--- src/design/i2cra_pkg.sv ---
// i2cra_pkg: constants and types of the two-wire register access port
// assumes a 20 MHz system clock; the link is sampled, not clocked
package i2cra_pkg;

    localparam int CLK_PERIOD_NS = 50;
    localparam int SPIKE_NS = 50;
    // longest spike rounds down, never below one cycle
    localparam int SPIKE_CYC = (SPIKE_NS / CLK_PERIOD_NS) < 1 ? 1 :
        (SPIKE_NS / CLK_PERIOD_NS);

    localparam logic [4:0] ADDR_FIXED = 5'h08;
    localparam logic [7:0] GC_ADDR = 8'h00;
    localparam logic [7:0] GC_SWRESET = 8'h06;
    localparam logic [7:0] GC_RELOAD = 8'h04;
    localparam logic [7:0] ADDR_REG_OFS = 8'hca;
    localparam int ADDR_REG_LSB = 2;
    localparam int ADDR_REG_MSB = 6;
    localparam logic [7:0] SHUTTER_ADDR = 8'ha4;
    localparam logic [7:0] PTR_RESET = 8'h00;
    localparam logic [7:0] PTR_STEP = 8'h01;
    localparam logic [2:0] LAST_BIT = 3'h7;
    localparam logic [1:0] STRETCH_CYC = 2'h2;
    localparam logic [1:0] STRAP_WAIT = 2'h3;

    typedef enum logic [5:0] {
        ST_IDLE  = 6'h01,
        ST_RX    = 6'h02,
        ST_RXACK = 6'h04,
        ST_TX    = 6'h08,
        ST_TXACK = 6'h10,
        ST_IGN   = 6'h20
    } i2cra_state_e;

    typedef enum logic [3:0] {
        K_ADDR  = 4'h1,
        K_REG   = 4'h2,
        K_DATA  = 4'h4,
        K_GCALL = 4'h8
    } i2cra_kind_e;

endpackage

--- src/design/i2cra_pin_sync.sv ---
// i2cra_pin_sync: two-flop synchroniser and spike filter per input bit
// assumes asynchronous pin inputs and one system clock
`timescale 1ns/1ns
`default_nettype none
module i2cra_pin_sync
#(
    parameter int W = 2,
    parameter int FILT = 1
)
(
    input wire logic clk,           // system clock
    input wire logic resetn,        // synchronous reset, active low
    input wire logic [W-1:0] din,   // raw pin levels
    output logic [W-1:0] dout       // synchronised, filtered levels
);
    localparam int CW = $clog2(FILT + 1);
    localparam logic [CW-1:0] CNT_LAST = CW'(FILT - 1);

    initial
    begin
        if (W < 1 || FILT < 1)
            $error("i2cra_pin_sync: W and FILT must be at least 1");
    end

    logic [W-1:0] s1;
    logic [W-1:0] s2;

    always_ff @(posedge clk)
    begin
        if (!resetn)
        begin
            s1 <= '1;
            s2 <= '1;
        end
        else
        begin
            s1 <= din;
            s2 <= s1;
        end
    end

    ////////////////////////////////////////////////////////////////////////
    // a level passes once it has held for FILT cycles
    for (genvar i = 0; i < W; i++)
    begin : g_filt
        logic [CW-1:0] cnt;
        always_ff @(posedge clk)
        begin
            if (!resetn)
            begin
                cnt <= '0;
                dout[i] <= 1'b1;
            end
            else if (s2[i] == dout[i])
                cnt <= '0;
            else if (cnt == CNT_LAST)
            begin
                cnt <= '0;
                dout[i] <= s2[i];
            end
            else
                cnt <= cnt + 1'b1;
        end
    end
endmodule
`default_nettype wire

--- src/design/i2cra_slave.sv ---
// i2cra_slave: two-wire target port giving a host the 256-byte
// register space; general call reset and address reload
// assumes the register file answers a read strobe one cycle later
`timescale 1ns/1ns
`default_nettype none
// Functional notes
// - seven-bit target addressing only, no ten-bit
// - device may stretch clock, host waits
// - general call then 0x06 gives soft reset
// - general call then 0x04 reloads address bits
// - straps restore two address bits on both
// - address is 01000, strap1, strap0, direction
// - straps let four devices share bus
// - follows host clock up to 1MHz, unconfigured
// - multi write stores bytes, pointer increments
// - single read: register address, then read
// - multi read returns successive bytes until NACK
// - shadowed values apply from next frame
// - transfer lengths 3, 2+n, 4, 3+n
// - shutter register write starts a frame
// - serial port is only register path
// - 256 byte locations, pointer eight bits
module i2cra_slave
    import i2cra_pkg::*;
#(
    parameter int FILT = SPIKE_CYC
)
(
    input wire logic clk,             // system clock, 20 MHz
    input wire logic resetn,          // synchronous reset, active low
    input wire logic scl_i,           // clock pin level
    output logic scl_o,               // clock pin drive value, always 0
    output logic scl_oe,              // pulls clock low while stretching
    input wire logic sda_i,           // data pin level
    output logic sda_o,               // data pin drive value, always 0
    output logic sda_oe,              // pulls data low
    input wire logic strap_addr_bit0, // address strap 0
    input wire logic strap_addr_bit1, // address strap 1
    input wire logic [7:0] addr_reg_val, // stored address register
    output logic [7:0] reg_addr,      // register file address
    output logic [7:0] reg_wdata,     // register file write data
    output logic reg_we,              // register write pulse
    output logic reg_re,              // register read pulse
    input wire logic [7:0] reg_rdata, // read data, one cycle after reg_re
    input wire logic frame_busy,      // frame acquisition running
    output logic frame_start,         // pulse: start a frame
    output logic shadow_apply,        // pulse: load shadowed values
    output logic soft_reset           // pulse: device-wide soft reset
);
    initial
    begin
        if (FILT < 1)
            $error("i2cra_slave: FILT must be at least 1");
    end

    ////////////////////////////////////////////////////////////////////////
    // pin sampling and bus events
    logic [3:0] pins;
    logic scl_q;
    logic sda_q;
    logic scl_d;
    logic sda_d;

    i2cra_pin_sync #(.W(4), .FILT(FILT)) u_sync
    (
        .clk(clk),
        .resetn(resetn),
        .din({strap_addr_bit1, strap_addr_bit0, sda_i, scl_i}),
        .dout(pins)
    );

    assign scl_q = pins[0];
    assign sda_q = pins[1];

    always_ff @(posedge clk)
    begin
        if (!resetn)
        begin
            scl_d <= 1'b1;
            sda_d <= 1'b1;
        end
        else
        begin
            scl_d <= scl_q;
            sda_d <= sda_q;
        end
    end

    // edges of the host clock at any rate whose levels hold FILT cycles, no speed setting
    wire scl_rise = scl_q & ~scl_d;
    wire scl_fall = ~scl_q & scl_d;
    wire start_det = scl_q & scl_d & sda_d & ~sda_q;
    wire stop_det = scl_q & scl_d & ~sda_d & sda_q;

    ////////////////////////////////////////////////////////////////////////
    // strap capture after reset release
    logic [1:0] strap_q;
    logic [1:0] strap_cnt;
    logic strap_ok;

    always_ff @(posedge clk)
    begin
        if (!resetn)
        begin
            strap_cnt <= '0;
            strap_ok <= 1'b0;
            strap_q <= 2'h0;
        end
        else if (!strap_ok)
        begin
            strap_cnt <= strap_cnt + 1'b1;
            if (strap_cnt == STRAP_WAIT)
            begin
                strap_ok <= 1'b1;
                strap_q <= pins[3:2];
            end
        end
    end

    ////////////////////////////////////////////////////////////////////////
    // transfer state
    i2cra_state_e st;
    i2cra_kind_e kind;
    logic [2:0] bitcnt;
    logic [7:0] shreg;
    logic [7:0] txsh;
    logic [7:0] ptr;
    logic [4:0] dev_hi;
    logic rx_done;
    logic go_tx;
    logic ack_ok;
    logic fetch;
    logic [1:0] scnt;
    logic gc_reset;
    logic gc_reload;
    logic busy_d;

    wire [7:0] rx_byte = shreg;
    // upper bits 01000 until a reload from addr_reg_val, which can set a ten-bit header pattern
    wire [6:0] dev_addr = {dev_hi, strap_q};
    wire addr_hit = rx_byte[7:1] == dev_addr;
    wire gc_hit = rx_byte == GC_ADDR;
    wire gc_cmd_ok = rx_byte == GC_SWRESET || rx_byte == GC_RELOAD;
    wire byte_end = scl_fall & rx_done;
    wire fetch_end = fetch && scnt == STRETCH_CYC - 2'h1;
    wire soft_clr = soft_reset;

    always_ff @(posedge clk)
    begin
        if (!resetn || soft_clr)
        begin
            st <= ST_IDLE;
            kind <= K_ADDR;
            bitcnt <= '0;
            shreg <= '0;
            txsh <= '0;
            ptr <= PTR_RESET;
            rx_done <= 1'b0;
            go_tx <= 1'b0;
            ack_ok <= 1'b0;
            fetch <= 1'b0;
            scnt <= '0;
            sda_oe <= 1'b0;
            scl_oe <= 1'b0;
            reg_addr <= '0;
            reg_wdata <= '0;
            reg_we <= 1'b0;
            reg_re <= 1'b0;
            frame_start <= 1'b0;
            gc_reset <= 1'b0;
            gc_reload <= 1'b0;
        end
        else
        begin
            reg_we <= 1'b0;
            reg_re <= 1'b0;
            frame_start <= 1'b0;
            if (start_det)
            begin
                // repeated start keeps the pointer
                st <= ST_RX;
                kind <= K_ADDR;
                bitcnt <= '0;
                rx_done <= 1'b0;
                sda_oe <= 1'b0;
                scl_oe <= 1'b0;
                fetch <= 1'b0;
                gc_reset <= 1'b0;
                gc_reload <= 1'b0;
            end
            else if (stop_det)
            begin
                st <= ST_IDLE;
                sda_oe <= 1'b0;
                scl_oe <= 1'b0;
                fetch <= 1'b0;
            end
            else
            begin
                case (st)
                    ST_IDLE:
                    begin
                        sda_oe <= 1'b0;
                    end
                    ST_RX:
                    begin
                        if (scl_rise)
                        begin
                            shreg <= {shreg[6:0], sda_q};
                            bitcnt <= bitcnt + 1'b1;
                            rx_done <= bitcnt == LAST_BIT;
                        end
                        else if (byte_end)
                        begin
                            rx_done <= 1'b0;
                            st <= ST_RXACK;
                            sda_oe <= 1'b1;
                            go_tx <= 1'b0;
                            case (kind)
                                K_ADDR:
                                begin
                                    if (addr_hit)
                                    begin
                                        go_tx <= rx_byte[0];
                                        kind <= K_REG;
                                    end
                                    else if (gc_hit)
                                        kind <= K_GCALL;
                                    else
                                    begin
                                        st <= ST_IGN;
                                        sda_oe <= 1'b0;
                                    end
                                end
                                K_REG:
                                begin
                                    ptr <= rx_byte;
                                    kind <= K_DATA;
                                end
                                K_DATA:
                                begin
                                    // each byte stored, pointer moves on
                                    reg_addr <= ptr;
                                    reg_wdata <= rx_byte;
                                    reg_we <= 1'b1;
                                    ptr <= ptr + PTR_STEP;
                                    frame_start <= ptr == SHUTTER_ADDR;
                                end
                                K_GCALL:
                                begin
                                    gc_reset <= rx_byte == GC_SWRESET;
                                    gc_reload <= rx_byte == GC_RELOAD;
                                    if (!gc_cmd_ok)
                                    begin
                                        st <= ST_IGN;
                                        sda_oe <= 1'b0;
                                    end
                                end
                                default:
                                begin
                                    st <= ST_IGN;
                                    sda_oe <= 1'b0;
                                end
                            endcase
                        end
                    end
                    ST_RXACK:
                    begin
                        if (scl_fall)
                        begin
                            sda_oe <= 1'b0;
                            bitcnt <= '0;
                            gc_reset <= 1'b0;
                            gc_reload <= 1'b0;
                            if (gc_reset || gc_reload)
                                st <= ST_IGN;
                            else if (go_tx)
                            begin
                                st <= ST_TX;
                                fetch <= 1'b1;
                                scnt <= '0;
                                reg_addr <= ptr;
                                reg_re <= 1'b1;
                                scl_oe <= 1'b1;
                            end
                            else
                                st <= ST_RX;
                        end
                    end
                    ST_TX:
                    begin
                        if (fetch)
                        begin
                            scnt <= scnt + 1'b1;
                            if (fetch_end)
                            begin
                                // data ready: drive msb, free the clock
                                fetch <= 1'b0;
                                txsh <= reg_rdata;
                                sda_oe <= ~reg_rdata[7];
                                scl_oe <= 1'b0;
                            end
                        end
                        else if (scl_fall)
                        begin
                            if (bitcnt == LAST_BIT)
                            begin
                                sda_oe <= 1'b0;
                                st <= ST_TXACK;
                                ack_ok <= 1'b0;
                            end
                            else
                            begin
                                bitcnt <= bitcnt + 1'b1;
                                txsh <= {txsh[6:0], 1'b0};
                                sda_oe <= ~txsh[6];
                            end
                        end
                    end
                    ST_TXACK:
                    begin
                        if (scl_rise)
                        begin
                            if (!sda_q)
                            begin
                                ack_ok <= 1'b1;
                                ptr <= ptr + PTR_STEP;
                            end
                            else
                            begin
                                ptr <= ptr + PTR_STEP;
                                st <= ST_IGN;
                            end
                        end
                        else if (scl_fall && ack_ok)
                        begin
                            st <= ST_TX;
                            bitcnt <= '0;
                            fetch <= 1'b1;
                            scnt <= '0;
                            reg_addr <= ptr;
                            reg_re <= 1'b1;
                            scl_oe <= 1'b1;
                        end
                    end
                    ST_IGN:
                    begin
                        sda_oe <= 1'b0;
                    end
                    default:
                    begin
                        st <= ST_IDLE;
                    end
                endcase
            end
        end
    end

    ////////////////////////////////////////////////////////////////////////
    // general call actions, taken as the acknowledge bit ends
    wire gc_do_reset = st == ST_RXACK && scl_fall && gc_reset;
    wire gc_do_reload = st == ST_RXACK && scl_fall && gc_reload;

    always_ff @(posedge clk)
    begin
        if (!resetn || soft_clr)
            dev_hi <= ADDR_FIXED;
        else if (gc_do_reload)
            dev_hi <= addr_reg_val[ADDR_REG_MSB:ADDR_REG_LSB];
    end

    always_ff @(posedge clk)
    begin
        if (!resetn)
        begin
            soft_reset <= 1'b0;
            shadow_apply <= 1'b0;
            busy_d <= 1'b0;
            scl_o <= 1'b0;
            sda_o <= 1'b0;
        end
        else
        begin
            soft_reset <= gc_do_reset;
            busy_d <= frame_busy;
            shadow_apply <= frame_busy & ~busy_d;
        end
    end
endmodule
`default_nettype wire

--- config.mk ---
export PLATFORM = sky130hd
export DESIGN_NAME = i2cra_slave
export DESIGN_NICKNAME = d
export VERILOG_FILES = /design/src/design/i2cra_pkg.sv /design/src/design/i2cra_pin_sync.sv /design/src/design/i2cra_slave.sv
export SDC_FILE = /design/constraint.sdc
export NUM_CORES = 1
export LEC_CHECK = 0
export ABC_AREA = 1
export BUFFER_PORTS_ARGS = -buffer_cell sky130_fd_sc_hd__buf_4
export CORE_UTILIZATION = 45
export DETAILED_ROUTE_END_ITERATION = 12
export PLACE_DENSITY = 0.74
export SLEW_MARGIN = 20
export SYNTH_ARGS = -nofsm -noshare
export SYNTH_HDL_FRONTEND = slang
export SYNTH_HIERARCHICAL = 1
export SYNTH_SLANG_ARGS = --single-unit
export TNS_END_PERCENT = 30
--- constraint.sdc ---
create_clock -name clk -period 2.6 [get_ports clk]
set_input_delay 0.26 -clock clk [delete_from_list [all_inputs] [get_ports clk]]
set_output_delay 0.26 -clock clk [all_outputs]
set_load 0.01 [all_outputs]
* Word level (Yosys, flattened, before mapping)
Index checks and enable logic that the tools add are counted.
Cells by class: equality and inequality tests 56, add/sub/neg operators 8, reduce and logical (&&, ||, !) cells 52, muxes and demuxes 104, bitwise gates (word level) 33
Operators by type and width (number):
- 8-bit two-way mux | 11
- 6-bit two-way mux | 13
- 1-bit two-way mux | 42
- 2-bit != test, second input constant | 18
- 6-bit AND reduction | 6
- 9-bit AND reduction | 4
- 8-bit case mux with 2 select lines | 2
- 6-bit case mux with 5 select lines | 1
- 7-bit two-way mux | 4
- 4-bit != test, second input constant | 6
- 1-bit inverter | 24
- 8-bit case mux with 3 select lines | 1
- 3-bit two-way mux | 7
- 6-bit case mux with 3 select lines | 1
- 8-bit by 3-bit == test with 1-bit output, second input constant | 2
- 2-bit two-way mux | 8
- 8-bit AND reduction | 2
- 3-bit OR reduction | 5
- 4-bit two-way mux | 3
- 3-bit != test, second input constant | 4
- 3-bit case mux with 4 select lines | 1
- 2-bit nonzero test | 6
- 11-bit AND reduction | 1
- 2-bit AND reduction | 5
- 44 further kinds | 76
Word-level totals: logic and storage cells 293, flip-flop bits (word level) 96, output and inout port bits 25, bits of input ports 23

* Longest topological paths before layout
Gate-level depths: netlist (run 1).
depth in word-level cells 9, mapped depth 12, gate-level depth less buffers 12

* Hierarchy
The synthesis (run 1) kept the hierarchy.
Modules (own cells, without submodules):
- i2cra_slave | instances 1, cells an instance 568, area an instance 4042.6 µm²
- i2cra_pin_sync | instances 1, cells an instance 50, area an instance 460.4 µm²

* Least setup slack after synthesis (run 1)
Ideal clock, no wire load.
path kind register to register, start point register bitcnt[0], end point register txsh[5], path buffers 1, cell stages (with the launch flop) 9, clock period less this slack 1.594 ns, required time 2.526 ns, arrival 1.519 ns, setup time 0.074 ns, path slack 1.006 ns, cells stage by stage dfxtp_1 > ha_1 > ha_1 > nor2_1 > nand2_1 > a211oi_4 > buf_6 > o21ai_2 > a31oi_2
On the way: longest elaborated chain between the ends 3
RTL lines:
- start, declared | line i2cra_slave.sv:124 | logic [2:0] bitcnt;
- start signal, assigned | line i2cra_slave.sv:210 | bitcnt <= bitcnt + 1'b1;
- start signal, assigned | line i2cra_slave.sv:314 | bitcnt <= bitcnt + 1'b1;
- 3-bit == test | line i2cra_slave.sv:306 | if (bitcnt == LAST_BIT)
- 2-bit != test (no line)
- 6-bit AND reduction (no line)
- end signal, assigned | line i2cra_slave.sv:299 | txsh <= reg_rdata;
- end signal, assigned | line i2cra_slave.sv:315 | txsh <= {txsh[6:0], 1'b0};
- end, declared | line i2cra_slave.sv:126 | logic [7:0] txsh;
No other way between the ends. A chain may end at the register's enable or synchronous reset.

* Final worst setup path (run 1)
start point register st[1], end point register ptr[5]
On the way: longest elaborated chain between the ends 3, elaborated cells on any way between the ends 9, those cells by class 6 x eq/ne; 1 x mux; 2 x reduce/logical
RTL lines:
- start, declared | line i2cra_slave.sv:122 | i2cra_state_e st;
- start signal, assigned | line i2cra_slave.sv:152 | st <= ST_IDLE;
- start signal, assigned | line i2cra_slave.sv:181 | st <= ST_RX;
- start signal, assigned | line i2cra_slave.sv:193 | st <= ST_IDLE;
- 6-bit by 2-bit == test with 1-bit output / 6-bit by 5-bit == test with 1-bit output (equally long branches) | line i2cra_slave.sv:200 | case (st)
- 3-bit by 1-bit != test with 1-bit output (no line) (tied with other cells)
- 7-bit AND reduction (no line)
- end signal, assigned | line i2cra_slave.sv:237 | ptr <= rx_byte;
- end signal, assigned | line i2cra_slave.sv:246 | ptr <= ptr + PTR_STEP;
- end signal, assigned | line i2cra_slave.sv:327 | ptr <= ptr + PTR_STEP;
- end, declared | line i2cra_slave.sv:127 | logic [7:0] ptr;
Several ways; a longest one is shown, not always the timed one.

==> reports/metrics.cfg, run 1 <==
[status]
status = complete, but fails checks
violations = design-rule violations

[setup_path]
path_buf_inv = 2
critPathSlowestCell = dfxtp_1
end_kind = flop
path_delay_family = simple AND/OR/NAND/NOR gates
worstPathCellList = nor2_4 -> nand3_4 -> inv_2 -> nor2_1 -> inv_1 -> o21ai_0 -> nor2_1 -> a211oi_2
cp_common_cell = nor2_1
path_class = reg -> reg
critPathMaxFanout = 11
start_kind = flop
worstPathArrival_ns = 2.40
cpPeakStageDelay_ns = 0.50
cp.required_ns = 2.88

[logic_synthesis]
synth_top_cell_area_share_pct = 42.7
netlist_top_cells_count = 114 x nand2_1, 96 x dfxtp_1, 87 x nor2_1
synth.most_common_cell = nand2_1
async_reset_ff_share_pct = 0
post_synth.cell_area_avg_um2 = 7.29
synth_cell_types = 40
synth_area_leaders = dfxtp_1 43%, nand2_1 9.5%, nor2_1 7.3%, inv_1 6.8%, o21ai_0 5.6%
synth_edf_count = 0
ys_ff_latch = 96
synth-seq-area-share_pct = 42.7
netlist_area_um2 = 4500
yosysTopAreaCell = dfxtp_1
syn_inst = 618
yosys_warnings = 6
ys.flop_type = dfxtp_1

[clock_network]
clk_latency_ns = 0.36
cts-buffers-inserted = 9
root_buffer = clkbuf_8
clk_path_buf_depth = 2
clk_pin_slew_worst_paths_ns = 0.10
clock-sinks = 96
cts_tree = yes
cts_resized = 0
cts_setup_buffers = 0
hold_buffers = 0
htree_levels = 3

[final_layout]
nets = 692
drive_gt1_share_pct = 15.7
design_area_um2 = 5120
layoutNonFillerInstCount = 801
syn2layout_area_growth_pct = 13.7
n_antenna_cell = 0

[floorplanning]
initial_core_util_pct = 46.3
row_count = 36
core_area_um2 = 9730
die-area_um2 = 10400
pin_count = 48
dieHeight_um = 102
die_w_um = 102

[place]
place_area_um2 = 4940
port_buffers = 42
hpwlAfterDp_mm = 7.51
gp_congestion = 0.898
dp_cells = 785

[timing]
drv_slew = 0
maxSlewHeadroom_pct = 58.6
rsz0062_at_grt = false
worst_pin_slew_ns = 0.619
period_needed_ns = 2.12
max_freq_ghz = 0.473
final_hold_viol_count = 0
setup-violations-final = 0
fin_tns_setup_ns = 0
fin_crit_sh_pct = 81.4
fin_skew_ns = 0.00657

[detailed_routing]
avgRoutedWirePerCell_um = 12.6
ant_nets = 0
drt_iter0_drc = 248
drc = 1
vias_per_cell = 5.04
routed-via-count = 4041
firstDrtPassIters = 9
wirelength_mm = 10.1

[global_route]
grt_antenna_before_repair = 0
grt_pass1_wl_mm = 16.5
overflow = 0
grtUsageTotal_pct = 20.3
grt_max_degree = 40
grt_pass1_vias = 3706

[run]
max-cap-violations = 0

[min_path]
worst_hold_path_type = in -> reg

[pwr]
p_total_mw = 3.12
leakage_nw = 2.24
powerDensity_nw_per_um2 = 610
ir_drop_mv = 0.265

area by class of cell:
type / instances / area (um2)
Clock buffer: 9 / 124
Fill cell: 1000 / 4610
Tap cell: 133 / 166
Inverter: 87 / 328
Multi-Input combinational cell: 423 / 2180
Sequential cell: 96 / 1920
Clock inverter: 7 / 55.1
Timing Repair Buffer: 46 / 345
kinds of logic (layout without fill, tap and decap cells):
kind of cell	after synthesis	count (layout)	share of synthesized area, %
simple gates	277	277	28.3
compound gates	126	126	16.3
buf+inv	103	149	9.31
flops	96	96	42.7
xor+xnor	8	8	1.56
fa+ha+maj	6	6	1.67
other cells	2	6	0.167
worst paths after layout:
path                                     end  depth (start not counted)  startpoint  slack [ns]
worst min register to register  shadow_apply                          1      busy_d        0.39
worst min-delay path            u_sync/s1[1]                          3       sda_i        0.06
worst max register to register        ptr[5]                          8       st[1]        0.48
worst max-delay path                  ptr[5]                          8       st[1]        0.48
power by group:
group          switching, mW  internal (mW)
Clock                  0.547          0.358
Combinational          0.354          0.222
Sequential            0.0767           1.56
cell usage in the layout (no fill, tap or decap), types with 6 or more instances in the layout:
| master | synthesis | final |
|---|---|---|
| nand2_1 | 114 | 114 |
| dfxtp_1 | 96 | 96 |
| nor2_1 | 87 | 86 |
| inv_1 | 81 | 81 |
| o21ai_0 | 50 | 50 |
| a21oi_1 | 49 | 49 |
| buf_4 | 3 | 46 |
| nand3_1 | 34 | 34 |
| nor3_1 | 9 | 9 |
| clkbuf_8 | 0 | 9 |
| nor2_2 | 6 | 7 |
| o21ai_1 | 6 | 6 |
| nand4_1 | 6 | 6 |
| ha_1 | 6 | 6 |
| conb_1 | 2 | 6 |
state kept, by name (all words and copies together) (netlist names), 3 cells and up:
name / flops
kind: 4
u_sync/g_filt.cnt: 4
reg_wdata: 8
bitcnt: 3
dev_hi: 5
rx_byte: 8
st: 6
reg_addr: 8
u_sync/s2: 4
u_sync/s1: 4
txsh: 7
u_sync/dout: 4
ptr: 8
worst min-delay path, cell delays in order:
cell and delay (ns):
buf_4 0.08, inv_1 0.03, nand2_1 0.04
layer usage:
layer	up-vias	GRT usage, %	part of all wire, %
met1	1847	25.6	46
met3	17	3.15	4.3
met2	104	33.9	48
met4	0	9.67	1.9
li1	2073	-	-
met5	-	0	0
through the flow:
stage                     setup slack [ns]  utilization, %  hold slack, ns
after floorplan                       1.01               -           0.329
after global placement               0.601            50.8           0.374
after detailed placement             0.509            50.8           0.382
after CTS                            0.496            52.6          0.0491
after global routing                 0.192            52.6          0.0571
final                                0.484            52.6          0.0638
(Power assumes the default switching activity.)
==> run 2: changes to the inputs <==
--- a/config.mk
+++ b/config.mk
@@ -5,7 +5,7 @@
 export SDC_FILE = /design/constraint.sdc
 export NUM_CORES = 1
 export LEC_CHECK = 0
-export ABC_AREA = 1
+export ABC_AREA = 0
 export BUFFER_PORTS_ARGS = -buffer_cell sky130_fd_sc_hd__buf_4
 export CORE_UTILIZATION = 45
 export DETAILED_ROUTE_END_ITERATION = 12
==> constraint.sdc (replaced) <==
create_clock -name clk -period 2.15 [get_ports clk]
set_input_delay 0.215 -clock clk [delete_from_list [all_inputs] [get_ports clk]]
set_output_delay 0.215 -clock clk [all_outputs]
set_load 0.01 [all_outputs]
==> run 2 against run 1 <==
Setup slack worse by 0.37 ns. The run now ends clean. Critical endpoint is now gc_reset. Sequential power up 12%. Register-to-register slack worse by 0.37 ns. Largest cell class unchanged. Die area down 2.4%. Critical path depth is 2 lower. Design area increased by 2.5%. Critical path type unchanged. Utilization grew 3.6 points. Clock power rose by 25%. Clock-buffer cell count unchanged. Clock skew rose by 0.0087 ns. Synthesized cell count is 17% lower.
==> reports/metrics.cfg, run 2 <==
[clock_network]
clk_pin_slew_worst_paths_ns = 0.11  ; about the same
htree_levels = 3  ; unchanged
cts-buffers-inserted = 9  ; unchanged
clock-sinks = 96  ; unchanged
cts_tree = yes
clk_path_buf_depth = 2  ; unchanged
root_buffer = clkbuf_8
clk_latency_ns = 0.38  ; +0.02 ns

[setup_path]
start_kind = flop
end_kind = flop
cp.required_ns = 2.45  ; -0.43 ns
cpPeakStageDelay_ns = 0.48  ; -0.02 ns
critPathMaxFanout = 8  ; -3
path_class = reg -> reg
worstPathCellList = or3_4 -> nor4b_4 -> buf_6 -> o21bai_1 -> or4b_1 -> a21oi_1
critPathSlowestCell = or4b_1
worstPathArrival_ns = 2.33  ; -0.07 ns

[floorplanning]
pin_count = 48  ; unchanged
core_area_um2 = 9330  ; -4.1%
die_w_um = 101  ; -1.2%
row_count = 35  ; -2.8%
dieHeight_um = 101  ; -1.2%
initial_core_util_pct = 47.1  ; +0.83 points
die-area_um2 = 10200  ; -2.4%

[place]
port_buffers = 42  ; unchanged
gp_congestion = 0.944  ; +5.1%
hpwlAfterDp_mm = 7.50  ; about the same

[detailed_routing]
wirelength_mm = 10.1  ; +0.34%
ant_nets = 0  ; unchanged
firstDrtPassIters = 4  ; -5
routed-via-count = 3778  ; -6.5%
avgRoutedWirePerCell_um = 14.2  ; +13%
drt_iter0_drc = 180  ; -27%
vias_per_cell = 5.31  ; +5.2%
drc = 0  ; -1

[global_route]
overflow = 0  ; unchanged
grt_antenna_before_repair = 0  ; unchanged
grt_pass1_wl_mm = 17.3  ; +4.3%
grtUsageTotal_pct = 21.5  ; +1.2 points
grt_pass1_vias = 3680  ; -0.70%
grt_max_degree = 42  ; +5.0%

[timing]
period_needed_ns = 2.03  ; -0.0849 ns
fin_hold_ws_ns = 0.0172  ; -0.0466 ns
drv_slew = 0  ; unchanged
setup-violations-final = 0  ; unchanged
fin_tns_setup_ns = 0  ; unchanged
maxSlewHeadroom_pct = 59.3  ; +0.70 points
max_freq_ghz = 0.492  ; +4.2%
fin_skew_ns = 0.0153  ; +0.00871 ns
final_hold_viol_count = 0  ; unchanged
worst_pin_slew_ns = 0.608  ; -0.0113 ns
fin_crit_sh_pct = 94.5  ; +13 points

[logic_synthesis]
yosys_warnings = 6  ; unchanged
netlist_top_cells_count = 96 x dfxtp_1, 65 x nand2_1, 46 x nor2_1
synth.most_common_cell = dfxtp_1
ys.flop_type = dfxtp_1
post_synth.cell_area_avg_um2 = 8.62  ; +18%
synth_area_leaders = dfxtp_1 44%, nand2_1 5.6%, mux2i_1 5.0%, a21oi_1 4.9%, nor2_1 3.9%
async_reset_ff_share_pct = 0  ; unchanged
ys_ff_latch = 96  ; unchanged
synth-seq-area-share_pct = 43.7  ; +1.1 points
synth_cell_types = 61  ; +53%
synth_top_cell_area_share_pct = 43.7  ; +1.1 points
yosysTopAreaCell = dfxtp_1
synth_edf_count = 0  ; unchanged
syn_inst = 510  ; -17%
netlist_area_um2 = 4390  ; -2.4%

[final_layout]
nets = 607  ; -12%
final_util_pct = 56.3  ; +3.6 points
final_common_cell = dfxtp_1
n_antenna_cell = 0  ; unchanged
drive_gt1_share_pct = 20.8  ; +5.0 points
syn2layout_area_growth_pct = 19.4
final_cell_mix = 92 x dfxtp_1, 83 x buf_4, 65 x nand2_1, 46 x nor2_1, 43 x a21oi_1

[status]
status = complete, no violations

[pwr]
ir_drop_mv = 0.383  ; +45%
powerDensity_nw_per_um2 = 605  ; -0.74%
leakage_nw = 2.02  ; -9.9%
p_total_mw = 3.18  ; +1.8%

[run]
max-cap-violations = 0  ; unchanged

[min_path]
worst_hold_path_type = in -> reg

## run 2: cell types whose count changed after synthesis, moves of 6 or more
cell and delta:
nor2b_1 +10, clkbuf_1 +11, nor2_1 -41, inv_1 -73, a21oi_1 -6, nand2b_1 +14, nor3b_1 +6, o21ai_0 -30
nand2_1 -49, mux2i_1 +22, nor2_2 -6, a211oi_1 +8
## run 2: final cells by class
| class | instances | area [um2] |
|---|---|---|
| clock inverters | 7 | 62.6 |
| multi-input cells | 379 | 2310 |
| flip-flops and latches | 96 | 1930 |
| well taps | 129 | 161 |
| fillers | 858 | 4080 |
| clock buffers | 9 | 124 |
| inverters | 8 | 30.0 |
| repair buffers | 84 | 634 |
## run 2: final timing paths
kind | startpoint | endpoint | slack (ns) | cells past startpoint
worst max-delay path | st[5] | gc_reset | 0.12 | 6
worst min-delay path | strap_addr_bit0 | u_sync/s1[2] | 0.02 | 2
worst min register to register | busy_d | shadow_apply | 0.39 | 1
worst max register to register | st[5] | gc_reset | 0.12 | 6
## run 2: power by group
part           internal, mW  switching (mW)
combinational         0.100           0.104
clock                 0.442           0.690
sequential             1.81          0.0274
## run 2: stage by stage
step | setup slack [ns] | area, um2 | std cells
floorplan | 0.0948 | 4410 | 514
CTS | 0.0160 | 5210 | 710
global placement | 0.0881 | 5030 | 694
global route | -0.00435 | 5250 | 712
detailed placement | 0.0446 | 5030 | 694
finish | 0.119 | 5250 | 712
## run 2: cells by family after synthesis
family	count (synthesis)	share of synthesized area [%]
XOR/XNOR	13	2.59
AND/OR/NAND/NOR	219	25.7
flip-flops	96	43.7
adder cells (fa/ha/maj)	6	1.71
buffers and inverters	39	4.33
multiplexers	22	5.01
other	2	0.171
AO/OA/AOI/OAI	113	16.7
## run 2: critical path, delay by kind of cell (launching register included)
kind | cells | cell delay, ns
simple gates | 3 | 1.16
buf+inv | 1 | 0.17
compound gates | 2 | 0.26
flops | 1 | 0.37
## run 2: metal layers
| metal | track usage, % | wire length [um] | share of wire (%) |
|---|---|---|---|
| met1 | 27.7 | 4670 | 46 |
| met2 | 35.8 | 4820 | 48 |
| met3 | 3.88 | 493 | 4.9 |
| met4 | 8.70 | 129 | 1.3 |
| met5 | 0 | 0 | 0 |
## run 2: repair_timing
item | in CTS | in global routing
hold buffers | 0 | 0
gates resized for setup | 0 | 9
endpoints found under the setup margin | 0 | 27
buffers inserted | 0 | 2
==> run 3: changes to the inputs <==
--- a/config.mk
+++ b/config.mk
@@ -13,6 +13,5 @@
 export SLEW_MARGIN = 20
 export SYNTH_ARGS = -nofsm -noshare
 export SYNTH_HDL_FRONTEND = slang
-export SYNTH_HIERARCHICAL = 1
 export SYNTH_SLANG_ARGS = --single-unit
 export TNS_END_PERCENT = 30
==> constraint.sdc (replaced) <==
create_clock -name clk -period 2.4 [get_ports clk]
set_input_delay 0.24 -clock clk [delete_from_list [all_inputs] [get_ports clk]]
set_output_delay 0.24 -clock clk [all_outputs]
set_load 0.01 [all_outputs]
==> run 3 against run 2 <==
Combinational power is 97% higher. Clock skew fell by 0.0054 ns. Wire length grew 9.2%. Die area is 8.0% higher. Synthesized cell count up 3.3%. Via count is 6.8% higher. Utilization down 3.7 points. Total power fell by 3.7%.
==> reports/metrics.cfg, run 3 <==
[detailed_routing]
vias_per_cell = 5.67  ; +6.9%
avgRoutedWirePerCell_um = 15.5  ; +9.4%
dr_wl_met3_um = 471  ; -4.5%
drt_iter0_drc = 251  ; +39%
firstDrtPassIters = 5  ; +1
wirelength_mm = 11.0  ; +9.2%
highest_layer = met4
ant_nets = 0  ; unchanged
wl_met2_mm = 5.23  ; +8.4%
routed-via-count = 4034  ; +6.8%
drc = 0  ; unchanged
wl_met1_mm = 5.17  ; +11%

[min_path]
hold_depth = 2  ; unchanged
min_to = u_sync.s1[3]
worst_hold_path_type = in -> reg
min_from = strap_addr_bit1

[setup_path]
path_class = reg -> reg
critPathMaxFanout = 7  ; -1
end_kind = flop
rrSetupSlack_ns = 0.23  ; +0.11 ns
reg2regPathDepth = 5  ; -1
cpPeakStageDelay_ns = 0.55  ; +0.07 ns
path_delay_family = compound AO/OA/AOI/OAI gates
worstPathCellList = nor4b_1 -> nand4_1 -> o2bb2ai_1 -> o21ai_0 -> a2111oi_2
start_kind = flop
path_buf_inv = 0  ; -1
cp.required_ns = 2.65  ; +0.20 ns
r2r-end = st[2]
critPathSlowestCell = nor4b_1
worstPathArrival_ns = 2.42  ; +0.09 ns
timing.rr.start = kind[0]

[timing]
max_freq_ghz = 0.462  ; -6.2%
final_hold_viol_count = 0  ; unchanged
fin_tns_setup_ns = 0  ; unchanged
fin_crit_sh_pct = 90.3  ; -4.2 points
setup-violations-final = 0  ; unchanged
period_needed_ns = 2.17  ; +0.135 ns
maxSlewHeadroom_pct = 42.6  ; -17 points
worst_pin_slew_ns = 0.861  ; +0.253 ns
rsz0062_at_grt = false
fin_skew_ns = 0.00989  ; -0.00540 ns
fin_hold_ws_ns = 0.0474  ; +0.0302 ns
drv_slew = 0  ; unchanged

[pwr]
combPwrFrac_pct = 13.1  ; +6.7 points
powerDensity_nw_per_um2 = 567  ; -6.3%
p_int_mw = 2.21  ; -6.1%
switching_share_pct = 27.7  ; +1.9 points
power.switching_mw = 0.849  ; +3.4%
p_clk_share_pct = 31.6  ; -4.0 points
leakage_nw = 2.02  ; -0.28%
power_frac_seq_pct = 55.3  ; -2.6 points
ir_drop_mv = 0.337  ; -12%

[logic_synthesis]
synth.most_common_cell = dfxtp_1
netlist_area_um2 = 4750  ; +8.1%
async_reset_ff_share_pct = 0  ; unchanged
netlist_top_cells_count = 96 x dfxtp_1, 52 x nor2_1, 37 x a21oi_1
synth_area_leaders = dfxtp_1 40%, mux2i_1 6.5%, nor2_1 4.1%, a21oi_1 3.9%, nand2_1 2.8%
synth_edf_count = 0  ; unchanged
yosys_warnings = 0  ; -6
ys_ff_latch = 96  ; unchanged
synth_cell_types = 75  ; +23%
yosysTopAreaCell = dfxtp_1
synth-seq-area-share_pct = 40.5  ; -3.3 points
post_synth.cell_area_avg_um2 = 9.01  ; +4.6%
syn_inst = 527  ; +3.3%
ys.flop_type = dfxtp_1
synth_top_cell_area_share_pct = 40.5  ; -3.3 points

[clock_network]
cts_setup_buffers = 0  ; unchanged
clk_pin_slew_worst_paths_ns = 0.10  ; about the same
clk_path_buf_depth = 2  ; unchanged
cts_tree = yes
hold_buffers = 0  ; unchanged
clk_latency_ns = 0.37  ; about the same
root_buffer = clkbuf_8
htree_levels = 3  ; unchanged
cts-buffers-inserted = 9  ; unchanged
cts_resized = 0  ; unchanged
clock-sinks = 96  ; unchanged

[floorplanning]
pin_count = 48  ; unchanged
core_area_um2 = 10300  ; +10%
die_w_um = 105  ; +3.9%
row_count = 37  ; +5.7%
initial_core_util_pct = 46.2  ; -0.88 points
die-area_um2 = 11000  ; +8.0%
dieHeight_um = 105  ; +3.9%

[final_layout]
syn2layout_area_growth_pct = 13.6
final_common_cell = dfxtp_1
nets = 599  ; -1.3%
multi_input_area_um2 = 2630  ; +14%
final_util_pct = 52.5  ; -3.7 points
final_cell_mix = 96 x dfxtp_1, 64 x buf_4, 52 x nor2_1, 37 x a21oi_1, 35 x nand2_1
n_antenna_cell = 0  ; unchanged
ff_latch_area_um2 = 1920  ; -0.26%
drive_gt1_share_pct = 18.6  ; -2.1 points
nFillCells = 972  ; +13%

[global_route]
grt_pass1_wl_mm = 18.4  ; +6.7%
grt_antenna_before_repair = 0  ; unchanged
grtUsageTotal_pct = 20.9  ; -0.66 points
overflow = 0  ; unchanged
grt_max_degree = 38  ; -9.5%
grt_pass1_vias = 3853  ; +4.7%

[status]
status = complete, no violations

[place]
hpwlAfterDp_mm = 8.09  ; +7.8%
port_buffers = 42  ; unchanged
gp_congestion = 0.918  ; -2.8%

[run]
max-cap-violations = 0  ; unchanged

[run 3: cell count changes in the layout (fill, tap and decap cells not counted), moves of 5 or more]
cell,previous run,this run
a211oi_1,10,5
a211oi_2,0,6
a21oi_1,43,37
and2_1,4,10
buf_4,83,64
mux2i_1,22,31
nand2_1,65,35
nand3_1,31,22
nand4_1,5,18
nor2_1,46,52
nor3b_1,6,1
o31ai_1,0,14
[run 3: worst register-to-register path, cell delays in order (launching register included)]
cell and delay, ns:
dfxtp_1 0.46, nor4b_1 0.55, nand4_1 0.17, o2bb2ai_1 0.34
o21ai_0 0.16, a2111oi_2 0.39
[run 3: logic make-up after synthesis]
group / after synthesis / synth area share, %
adders and majority gates: 6 / 1.58
buffers and inverters: 44 / 4.71
and+or+nand+nor: 220 / 26.5
muxes: 31 / 6.53
DFF: 96 / 40.5
other: 1 / 0.0789
AOI/OAI and AO/OA: 117 / 17.9
xor gates and xnor gates: 12 / 2.21
[run 3: per-stage QoR]
step                      setup WS, ns  cell area, um2  total power [mW]  cells
after floorplan                  0.445            4770              2.03    532
after global placement           0.303            5230              2.12    695
after detailed placement         0.285            5230              2.13    695
after CTS                        0.269            5400              3.08    711
after global routing            0.0831            5400              3.20    711
final                            0.233            5400              3.06    711
[run 3: power by group through the flow]
stage | Clock, mW | Sequential (mW) | Combinational, mW
detailed placement | 0 | 1.73 | 0.397
global placement | 0 | 1.73 | 0.392
finish | 0.968 | 1.69 | 0.401
CTS | 0.994 | 1.69 | 0.399
global route | 1.06 | 1.70 | 0.442
floorplan | 0 | 1.70 | 0.327
[run 3: cell type report]
cell class              instances  share of cell area, %
clock buffers                  11                   2.43
clock inverters                 5                  0.788
well taps                     136                   3.15
repair buffers                 64                   8.90
flip-flops and latches         96                   35.6
multi-input cells             392                   48.6
inverters                       7                  0.487
[run 3: worst max path at each step]
stage                   start     endpoint  cells after the start
floorplan           bitcnt[0]      txsh[2]                      7
global placement        st[1]       ptr[5]                      5
detailed placement      st[1]  reg_addr[7]                      6
CTS                   kind[0]        st[2]                      5
global route            st[1]       ptr[5]                      5
finish                kind[0]        st[2]                      5
[run 3: per-layer routing]
layer | up-vias | GRT usage, %
li1 | 1995 | -
met1 | 1908 | 26.8
met2 | 117 | 34.8
met3 | 14 | 4.05
met4 | 0 | 7.55
met5 | - | 0
